===== config.mk =====
export PLATFORM = sky130hd
export DESIGN_NAME = aqh_top
export DESIGN_NICKNAME = d
export VERILOG_FILES = /design/src/design/aqh_pkg.sv /design/src/design/aqh_top.sv
export SDC_FILE = /design/constraint.sdc
export NUM_CORES = 1
export LEC_CHECK = 0
export BUFFER_PORTS_ARGS = -buffer_cell sky130_fd_sc_hd__buf_2
export CORE_MARGIN = 5
export CORE_UTILIZATION = 49
export CTS_BUF_LIST = sky130_fd_sc_hd__clkbuf_8
export DETAILED_ROUTE_END_ITERATION = 16
export GPL_TIMING_DRIVEN = 0
export PLACE_DENSITY = 0.7
export SYNTH_ARGS = -nofsm -noshare
export SYNTH_HDL_FRONTEND = slang
export SYNTH_SLANG_ARGS = --single-unit

===== constraint.sdc =====
create_clock -name core_clk -period 8.6 [get_ports core_clk]
set_clock_uncertainty 0.15 [all_clocks]
set_input_delay 0.86 -clock core_clk [delete_from_list [all_inputs] [get_ports core_clk]]
set_output_delay 0.86 -clock core_clk [all_outputs]
set_load 0.005 [all_outputs]

===== src/design/aqh_pkg.sv =====
package aqh_pkg;

    // ------------------------------------------------------------
    // register map (byte addresses)
    // ------------------------------------------------------------
    localparam logic [7:0] ADDR_CONTROL  = 8'h80;
    localparam logic [7:0] ADDR_STATUS   = 8'h84;
    localparam logic [7:0] ADDR_REQ_NEXT = 8'h88;
    localparam logic [7:0] ADDR_REQ_LAST = 8'h8c;
    localparam logic [7:0] ADDR_RSP_NEXT = 8'h90;
    localparam logic [7:0] ADDR_RSP_LAST = 8'h94;
    localparam logic [7:0] ADDR_EVENTS   = 8'ha0;

    // ------------------------------------------------------------
    // async_control fields and reset
    // ------------------------------------------------------------
    localparam logic [31:0] CONTROL_RESET  = 32'h00300320;
    localparam logic [31:0] CONTROL_MASK   = 32'h00ffffff;
    localparam int          BIT_BCAST      = 23;
    localparam int          BIT_RX_RESET   = 22;
    localparam int          BIT_TX_RESET   = 21;
    localparam int          BIT_ALL_RSP    = 20;
    localparam int          RETRY_LSB      = 16;
    localparam int          TOS_LSB        = 13;
    localparam logic [5:0]  BCAST_NODE     = 6'h3f;

    // ------------------------------------------------------------
    // event register bits, status reset
    // ------------------------------------------------------------
    localparam int          EV_REQ_WR      = 0;
    localparam int          EV_RSP_WR      = 1;
    localparam int          EV_REQ_ERR     = 2;
    localparam int          EV_RSP_ERR     = 3;
    localparam int          EV_TIMEOUT     = 7;
    localparam logic [31:0] EVENTS_MASK    = 32'h0000008f;
    localparam logic [31:0] STATUS_RESET   = 32'h00033333;

    // ------------------------------------------------------------
    // queues and timing
    // ------------------------------------------------------------
    localparam int          QUEUE_DEPTH    = 8;
    localparam int          FIVE_FREE      = 5;
    localparam int          CLK_HZ         = 50_000_000;
    localparam int          UNITS_PER_SEC  = 8000;
    localparam int          CYC_PER_UNIT   = CLK_HZ / UNITS_PER_SEC;

    // ------------------------------------------------------------
    // carriers
    // ------------------------------------------------------------
    typedef struct packed {
        logic        cyc;
        logic        stb;
        logic        we;
        logic [7:0]  adr;
        logic [3:0]  sel;
        logic [31:0] dat;
    } aqh_wb_req_t;

    typedef struct packed {
        logic        ack;
        logic [31:0] dat;
    } aqh_wb_rsp_t;

    typedef struct packed {
        logic [31:0] data;
        logic        last;
    } aqh_tx_quad_t;

    typedef struct packed {
        logic        valid;
        logic [5:0]  dest_node;
        logic        is_response;
        logic        solicited;
    } aqh_rx_quad_t;

endpackage


===== src/design/aqh_top.sv =====
// Operation
// - broadcast reject drops packets to node 3f
// - receiver reset self-clears at link idle
// - bus reset sets transmitter reset bit
// - store all responses or only solicited
// - retry limit bounds transmitter retries
// - timeout is seconds plus eighth-milliseconds
// - fraction field resets to 0320h
// - idle flag while transfer register empty
// - full flag per queue nibble
// - almost full at exactly one free
// - five-free flag at five or more free
// - empty flag lowest nibble bit
// - unused status bits read zero
// - request next write queues quadlet
// - request last write ends packet
// - response next write queues quadlet
// - response last write ends packet
// - request write clears written flag
// - response write clears written flag
// - written flags set on move, write-one clears
// - write while busy sets write error
// - response timeout raises timeout flag
//
// The Wishbone interface to the registers was left to the implementer.
`timescale 1ns/1ps
`default_nettype none

module aqh_top #(
    parameter int CYC_PER_UNIT = aqh_pkg::CYC_PER_UNIT
) (
    // clock and reset
    input  wire logic                          core_clk,
    input  wire logic                          rst_n,
    // wishbone slave
    input  wire aqh_pkg::aqh_wb_req_t          wb_req,
    output aqh_pkg::aqh_wb_rsp_t               wb_rsp,
    // transmit queues toward the link, index 0 request, 1 response
    output aqh_pkg::aqh_tx_quad_t [1:0]        tx_quad,
    output logic                  [1:0]        tx_valid,
    input  wire logic             [1:0]        tx_ready,
    input  wire logic                          tx_retry,
    output logic                               tx_give_up,
    // receive path from the link, index 0 request, 1 response
    input  wire aqh_pkg::aqh_rx_quad_t         rx_in,
    output logic                               rx_in_ready,
    input  wire logic             [1:0]        rx_pop,
    // link state
    input  wire logic                          bus_reset,
    input  wire logic                          link_idle
);

    localparam int QD = aqh_pkg::QUEUE_DEPTH;

    // ------------------------------------------------------------
    // functions
    // ------------------------------------------------------------
    function automatic logic [3:0] fill_nibble(input logic [3:0] cnt);
        logic [3:0] free;
        free = 4'(QD) - cnt;
        fill_nibble = {free == 4'h0, free == 4'h1,
                       free >= 4'(aqh_pkg::FIVE_FREE),
                       cnt == 4'h0};
    endfunction

    function automatic logic [15:0] timeout_units(input logic [31:0] c);
        timeout_units = 16'(c[aqh_pkg::TOS_LSB +: 3] *
                            16'(aqh_pkg::UNITS_PER_SEC)) +
                        16'(c[12:0]);
    endfunction

    // ------------------------------------------------------------
    // bus decode
    // ------------------------------------------------------------
    logic        ack_reg;
    logic [31:0] rdata_reg;
    logic [31:0] control_reg;
    logic [31:0] control_next;
    logic [31:0] events_reg;
    logic [31:0] events_next;
    logic [31:0] status_word;
    logic [31:0] wmask;

    wire access    = wb_req.cyc & wb_req.stb & ~ack_reg;
    wire wr        = access & wb_req.we;
    wire rd        = access & ~wb_req.we;
    wire full_word = wb_req.sel == 4'hf;
    wire wr_ctrl   = wr & (wb_req.adr == aqh_pkg::ADDR_CONTROL);
    wire wr_events = wr & (wb_req.adr == aqh_pkg::ADDR_EVENTS);
    wire [1:0] wr_next = {wb_req.adr == aqh_pkg::ADDR_RSP_NEXT,
                          wb_req.adr == aqh_pkg::ADDR_REQ_NEXT};
    wire [1:0] wr_last = {wb_req.adr == aqh_pkg::ADDR_RSP_LAST,
                          wb_req.adr == aqh_pkg::ADDR_REQ_LAST};
    wire [1:0] load    = {2{wr & full_word}} & (wr_next | wr_last);

    assign wmask = {{8{wb_req.sel[3]}}, {8{wb_req.sel[2]}},
                    {8{wb_req.sel[1]}}, {8{wb_req.sel[0]}}};

    wire bcast_rej  = control_reg[aqh_pkg::BIT_BCAST];
    wire rx_reset   = control_reg[aqh_pkg::BIT_RX_RESET];
    wire tx_reset   = control_reg[aqh_pkg::BIT_TX_RESET];
    wire all_rsp    = control_reg[aqh_pkg::BIT_ALL_RSP];
    wire [3:0] retry_limit = control_reg[aqh_pkg::RETRY_LSB +: 4];

    // ------------------------------------------------------------
    // transmit queues
    // ------------------------------------------------------------
    logic [1:0] hold_busy;
    logic [1:0] move;
    logic [1:0] load_err;
    logic [1:0] pop;
    logic [1:0] pop_last;
    logic [3:0] tx_cnt [2];
    logic [3:0] pkt_cnt [2];

    for (genvar q = 0; q < 2; q++) begin : g_txq
        aqh_pkg::aqh_tx_quad_t hold_reg;
        aqh_pkg::aqh_tx_quad_t mem_reg [QD];
        logic                  busy_reg;
        logic [2:0]            wptr_reg;
        logic [2:0]            rptr_reg;
        logic [3:0]            cnt_reg;
        logic [3:0]            pkts_reg;

        // a second write before the quadlet moved is refused, not queued
        assign load_err[q]  = load[q] & busy_reg;
        assign move[q]      = busy_reg & (cnt_reg != 4'(QD));
        assign hold_busy[q] = busy_reg;
        assign tx_quad[q]   = mem_reg[rptr_reg];
        // held back until a whole packet is in, and while tx is in reset
        assign tx_valid[q]  = (pkts_reg != 4'h0) & ~tx_reset;
        assign pop[q]       = tx_valid[q] & tx_ready[q];
        assign pop_last[q]  = pop[q] & tx_quad[q].last;
        assign tx_cnt[q]    = cnt_reg;
        assign pkt_cnt[q]   = pkts_reg;

        always_ff @(posedge core_clk) begin
            if (!rst_n) begin
                busy_reg <= 1'b0;
                hold_reg <= '0;
            end else if (load[q] && !busy_reg) begin
                busy_reg <= 1'b1;
                hold_reg <= {wb_req.dat, wr_last[q]};
            end else if (move[q]) begin
                busy_reg <= 1'b0;
            end
        end

        always_ff @(posedge core_clk) begin
            if (move[q]) begin
                mem_reg[wptr_reg] <= hold_reg;
            end
        end

        always_ff @(posedge core_clk) begin
            if (!rst_n) begin
                wptr_reg <= 3'h0;
                rptr_reg <= 3'h0;
                cnt_reg  <= 4'h0;
                pkts_reg <= 4'h0;
            end else begin
                wptr_reg <= wptr_reg + 3'(move[q]);
                rptr_reg <= rptr_reg + 3'(pop[q]);
                cnt_reg  <= cnt_reg + 4'(move[q]) - 4'(pop[q]);
                pkts_reg <= pkts_reg + 4'(move[q] & hold_reg.last)
                            - 4'(pop_last[q]);
            end
        end
    end

    // ------------------------------------------------------------
    // retry count, shared by the transmitter
    // ------------------------------------------------------------
    logic [3:0] retry_reg;

    // the link is told to give up; it drains the packet itself
    assign tx_give_up = retry_reg >= retry_limit;

    always_ff @(posedge core_clk) begin
        if (!rst_n || pop_last != 2'b00) begin
            retry_reg <= 4'h0;
        end else if (tx_retry && !tx_give_up) begin
            retry_reg <= retry_reg + 4'h1;
        end
    end

    // ------------------------------------------------------------
    // receive filter and queue occupancy
    // ------------------------------------------------------------
    logic [3:0] rx_cnt_reg [2];
    logic [1:0] rx_full;
    logic [1:0] rx_dec;

    wire rx_q      = rx_in.is_response;
    wire rej_bcast = bcast_rej & (rx_in.dest_node == aqh_pkg::BCAST_NODE);
    wire rej_rsp   = rx_in.is_response & ~rx_in.solicited & ~all_rsp;
    wire rx_reject = rej_bcast | rej_rsp;
    wire rx_accept = rx_in.valid & ~rx_reject & ~rx_full[rx_q] & ~rx_reset;
    wire rsp_match = rx_accept & rx_in.is_response & rx_in.solicited;

    // rejected quadlets are swallowed so the link never stalls on them
    assign rx_in_ready = rx_reject | (~rx_full[rx_q] & ~rx_reset);

    for (genvar q = 0; q < 2; q++) begin : g_rxq
        assign rx_full[q] = rx_cnt_reg[q] == 4'(QD);
        assign rx_dec[q]  = rx_pop[q] & (rx_cnt_reg[q] != 4'h0);

        always_ff @(posedge core_clk) begin
            if (!rst_n || rx_reset) begin
                rx_cnt_reg[q] <= 4'h0;
            end else begin
                rx_cnt_reg[q] <= rx_cnt_reg[q]
                                 + 4'(rx_accept & (rx_q == 1'(q)))
                                 - 4'(rx_dec[q]);
            end
        end
    end

    // ------------------------------------------------------------
    // split transaction timer
    // ------------------------------------------------------------
    logic        timer_on_reg;
    logic [15:0] unit_cnt_reg;
    logic [15:0] cyc_cnt_reg;

    wire unit_tick  = cyc_cnt_reg == 16'(CYC_PER_UNIT - 1);
    wire timed_out  = timer_on_reg & unit_tick &
                      (unit_cnt_reg == timeout_units(control_reg));

    always_ff @(posedge core_clk) begin
        if (!rst_n || rsp_match || timed_out) begin
            timer_on_reg <= 1'b0;
        end else if (pop_last[0]) begin
            timer_on_reg <= 1'b1;
        end
    end

    // a new request restarts the interval; only one is tracked at a time
    always_ff @(posedge core_clk) begin
        if (!rst_n || pop_last[0] || !timer_on_reg) begin
            cyc_cnt_reg  <= 16'h0;
            unit_cnt_reg <= 16'h0;
        end else begin
            cyc_cnt_reg  <= unit_tick ? 16'h0 : cyc_cnt_reg + 16'h1;
            unit_cnt_reg <= unit_cnt_reg + 16'(unit_tick);
        end
    end

    // ------------------------------------------------------------
    // control register
    // ------------------------------------------------------------
    always_comb begin
        control_next = control_reg;
        if (wr_ctrl) begin
            control_next = ((control_reg & ~wmask) | (wb_req.dat & wmask))
                           & aqh_pkg::CONTROL_MASK;
        end
        if (rx_reset && link_idle) begin
            control_next[aqh_pkg::BIT_RX_RESET] = 1'b0;
        end
        // bus reset wins over a software clear in the same cycle
        if (bus_reset) begin
            control_next[aqh_pkg::BIT_TX_RESET] = 1'b1;
        end
    end

    always_ff @(posedge core_clk) begin
        if (!rst_n) begin
            control_reg <= aqh_pkg::CONTROL_RESET;
        end else begin
            control_reg <= control_next;
        end
    end

    // ------------------------------------------------------------
    // event flags, write one to clear, a set wins
    // ------------------------------------------------------------
    wire [31:0] w1c = wr_events ? (wb_req.dat & wmask) : 32'h0;

    always_comb begin
        events_next = events_reg & ~w1c;
        events_next[aqh_pkg::EV_REQ_WR] = (events_reg[aqh_pkg::EV_REQ_WR]
            & ~w1c[aqh_pkg::EV_REQ_WR] & ~load[0]) | move[0];
        events_next[aqh_pkg::EV_RSP_WR] = (events_reg[aqh_pkg::EV_RSP_WR]
            & ~w1c[aqh_pkg::EV_RSP_WR] & ~load[1]) | move[1];
        events_next[aqh_pkg::EV_REQ_ERR] |= load_err[0];
        events_next[aqh_pkg::EV_RSP_ERR] |= load_err[1];
        events_next[aqh_pkg::EV_TIMEOUT] |= timed_out;
        events_next = events_next & aqh_pkg::EVENTS_MASK;
    end

    always_ff @(posedge core_clk) begin
        if (!rst_n) begin
            events_reg <= 32'h0;
        end else begin
            events_reg <= events_next;
        end
    end

    // ------------------------------------------------------------
    // status and read path
    // ------------------------------------------------------------
    assign status_word = {14'h0, ~hold_busy[1], ~hold_busy[0],
                          fill_nibble(rx_cnt_reg[1]),
                          fill_nibble(rx_cnt_reg[0]),
                          fill_nibble(tx_cnt[1]),
                          fill_nibble(tx_cnt[0])};

    // transfer registers and unmapped addresses read as zero
    wire [31:0] rd_mux =
        (wb_req.adr == aqh_pkg::ADDR_CONTROL) ? control_reg :
        (wb_req.adr == aqh_pkg::ADDR_STATUS)  ? status_word :
        (wb_req.adr == aqh_pkg::ADDR_EVENTS)  ? events_reg  : 32'h0;

    always_ff @(posedge core_clk) begin
        if (!rst_n) begin
            ack_reg   <= 1'b0;
            rdata_reg <= 32'h0;
        end else begin
            ack_reg   <= access;
            rdata_reg <= rd ? rd_mux : rdata_reg;
        end
    end

    assign wb_rsp = '{ack: ack_reg, dat: rdata_reg};
endmodule

`default_nettype wire


==> metrics.txt <==
cell taking the most area after synthesis edfxtp_1; GR peak layer met2; worst hold path startpoint bus_reset; Worst-Margin Slew around 1.0 ns; Clock Path Buffers 3; top post-synthesis cells by area edfxtp_1, dfxtp_1, mux4_2, ha_1, mux2_2; Inserted Clock Buffers ~110; Post-Place Setup Slack around 3.7 ns; Mapped Area a little under 30,000 um2; Remaining Overflow, GRT 0; overall routing resource usage 0.2109; VDD IR-drop max between 0.0001 and 0.00015 V; met1 Use GR 0.2996; met3 global-route usage 0.03594; postcts setup bufs 0; Tcrit/Tclk final 0.5687; Largest register FFs 528; CTS Sinks 723; LEAKAGE roughly 13 nW; max-slew violation count 0; DRT iter0 DRCs between 1,000 and 1,500; required time worst endpoint 9.06 ns; routed wire length per instance about 23 um; # H-tree levels 3; Worst R2R Path Depth 16; Hold Fails Final Rpt 0; Synth cell types 61; hold depth 2; RR Endpoint timer_on_reg$_SDFFE_PP0P_; IO Pins between 150 and 200; detailed-route DRC error count 0; met2 usage 0.3415; Initial Util 0.4913; CTS hold repair buffers 0; vias per inst ~5.6; Synth Instances 1,890; Synth Area per Inst 15.60 um2; Non-Filler Instances 3,091; EDFF count, synth about 530; CTS tree built; crit path max fanout 6; crit path kind flip-flop to flip-flop; Final nets around 2,400; maximum capacitance violations 0; Worst-path clk slew approximately 0.07 ns; run status complete, no violations; Die H approximately 260 um; Die ar. roughly 65,000 um2; first-pass GRT wire length about 110 mm; share of layout cells above drive strength 1 0.2622; largest net degree at the start of global routing 26; ys async rst share 0; Ys Warns 0; Routed Antenna Nets 0; placed cell count 2,881; Reg2Reg Setup Slack between 3 and 4 ns; area grow syn2layout 15.81%; DPL Wire Length between 40 and 50 mm; Worst-Skew Late Latency about 0.72 ns; CTS root buf clkbuf_8; Top FF cell, synth edfxtp_1; setup TNS 0 ns; fmax around 0.20 GHz; Setup WS post-layout approximately 3.7 ns; IO buf count ~160; FILL cells approximately 4,600; min-delay worst type primary input to flip-flop; RSZ-0062 raised after global routing false; pwr/cell area 199.7 nW/um2; # resized after CTS 0; critical path data arrival time between 5 and 6 ns; Slew headroom 0.3239; core footprint approximately 60,000 um2; Tot Pwr 0.006820 W; Die Wd roughly 260 um; endpoints failing setup 0; GP Congestion 0.9244; final worst path period need 4.891 ns; row cnt 90; CP Launch Type flip-flop; Seq/Total Area, Yosys 0.6700; CP Capture Type flip-flop; vias in the first global route about 18,000; initial antenna violation count 6; number of synthesized register bits approximately 720; final wirelength between 60 and 70 mm; share of the synthesized area in the top cell type 0.5377; DR vias roughly 17,000; Detailed Routing Iterations Pass 1 5
-- synthesized netlist by cell type, drive strengths merged, types with 18 or more instances --
library cell / n
edfxtp: 528
dfxtp: 195
nand2: 184
mux4: 132
nor2: 90
a21boi: 79
ha: 71
inv: 68
mux2: 66
clkbuf: 55
buf: 36
xor2: 34
a21oi: 31
nand3: 31
xnor2: 31
and2: 28
mux2i: 26
nor2b: 25
o21ai: 18
-- critical path, cell delays in order, from the launching register on --
cell       delay, ns
dfxtp_1         0.48
inv_1           0.22
fa_1            0.62
nand2b_1        0.24
and2_1          0.18
ha_1            0.20
a21oi_1         0.15
fa_1            0.43
inv_1           0.06
ha_1            0.25
xnor2_1         0.17
nand2_1         0.11
nand4_1         0.09
or4_1           0.55
nor4_1          0.34
o2111ai_1       0.30
o2111a_1        0.22
-- per-layer routing --
layer	share of wire	wire length [um]
met3	0.070	4898
met4	0.024	1650
met2	0.47	32860
met1	0.43	30300
met5	0.00019	13
-- through the flow --
stage	utilization	hold slack, ns	cell area [um2]
3_5_place_dp	0.5320	0.2978	31930
4_1_cts	0.5689	0.2049	34150
5_1_grt	0.5690	0.2250	34150
3_3_place_gp	0.5212	0.2919	31280
6_report	0.5690	0.2425	34150
2_1_floorplan	-	0.2834	29520
-- cell type report --
cell class | instances | area (um2) | area share
clock inverter | 87 | 553.0 | 0.01619
inverter | 68 | 255.2 | 0.007474
multi-input combinational | 1015 | 9200 | 0.2694
buffer | 91 | 399.1 | 0.01169
antenna | 2 | 5.005 | 0.0001465
tap | 782 | 978.4 | 0.02865
sequential | 723 | 19760 | 0.5785
clock buffer | 121 | 1665 | 0.04876
timing repair buffer | 202 | 1338 | 0.03916
-- logic make-up (layout without fill, tap and decap cells) --
family          count (synthesis)  count (layout)  share of synthesized area
compound gates                190             190                    0.04582
xor+xnor                       65              65                    0.01931
fa+ha+maj                      81              81                    0.03691
buf+inv                       159             569                    0.02219
flops                         723             723                     0.6700
mux                           224             224                     0.1348
other cells                     1              10                  0.0001272
simple gates                  447             447                    0.07077
-- where the power goes --
part           leakage (nW)  internal [W]  switching (W)  total (W)
clock network          1.26       0.00151        0.00130    0.00281
registers              7.09       0.00371      0.0000200    0.00373
logic                  4.76      0.000115       0.000162   0.000277
total                  13.1       0.00534        0.00149    0.00682
-- how the worst max path moves through the flow --
| stage | start | to | slack [ns] | cells after the start |
|---|---|---|---|---|
| 2_1_floorplan | g_txq[1].cnt_reg[2]$_SDFF_PN0_ | g_txq[1].mem_reg[0][0]$_DFFE_PP_ | 3.98 | 5 |
| 6_report | flip-flop | timer_on_reg$_SDFFE_PP0P_ | 3.71 | 16 |
| 4_1_cts | flip-flop | timer_on_reg$_SDFFE_PP0P_ | 3.66 | 16 |
| 3_5_place_dp | flip-flop | timer_on_reg$_SDFFE_PP0P_ | 3.70 | 16 |
| 5_1_grt | flip-flop | timer_on_reg$_SDFFE_PP0P_ | 3.46 | 16 |
| 3_3_place_gp | g_txq[0].cnt_reg[2]$_SDFF_PN0_ | g_txq[0].mem_reg[0][19]$_DFFE_PP_ | 0.71 | 5 |
-- cell usage in the layout (no fill, tap or decap), types with 14 or more instances in the layout --
master,instances
a21boi_0,78
a21oi_1,31
and2_1,28
buf_2,176
buf_4,21
buf_6,23
clkbuf_1,55
clkbuf_8,121
clkinv_1,26
clkinv_2,23
dfxtp_1,195
edfxtp_1,528
ha_1,71
inv_1,96
mux2_2,66
mux2i_1,26
mux4_2,132
nand2_1,184
nand2b_1,14
nand3_1,31
nand4_1,15
nor2_1,84
nor2b_1,25
o21ai_0,18
xnor2_1,31
xor2_1,34
Note: power is estimated with default switching activity, not from simulation.
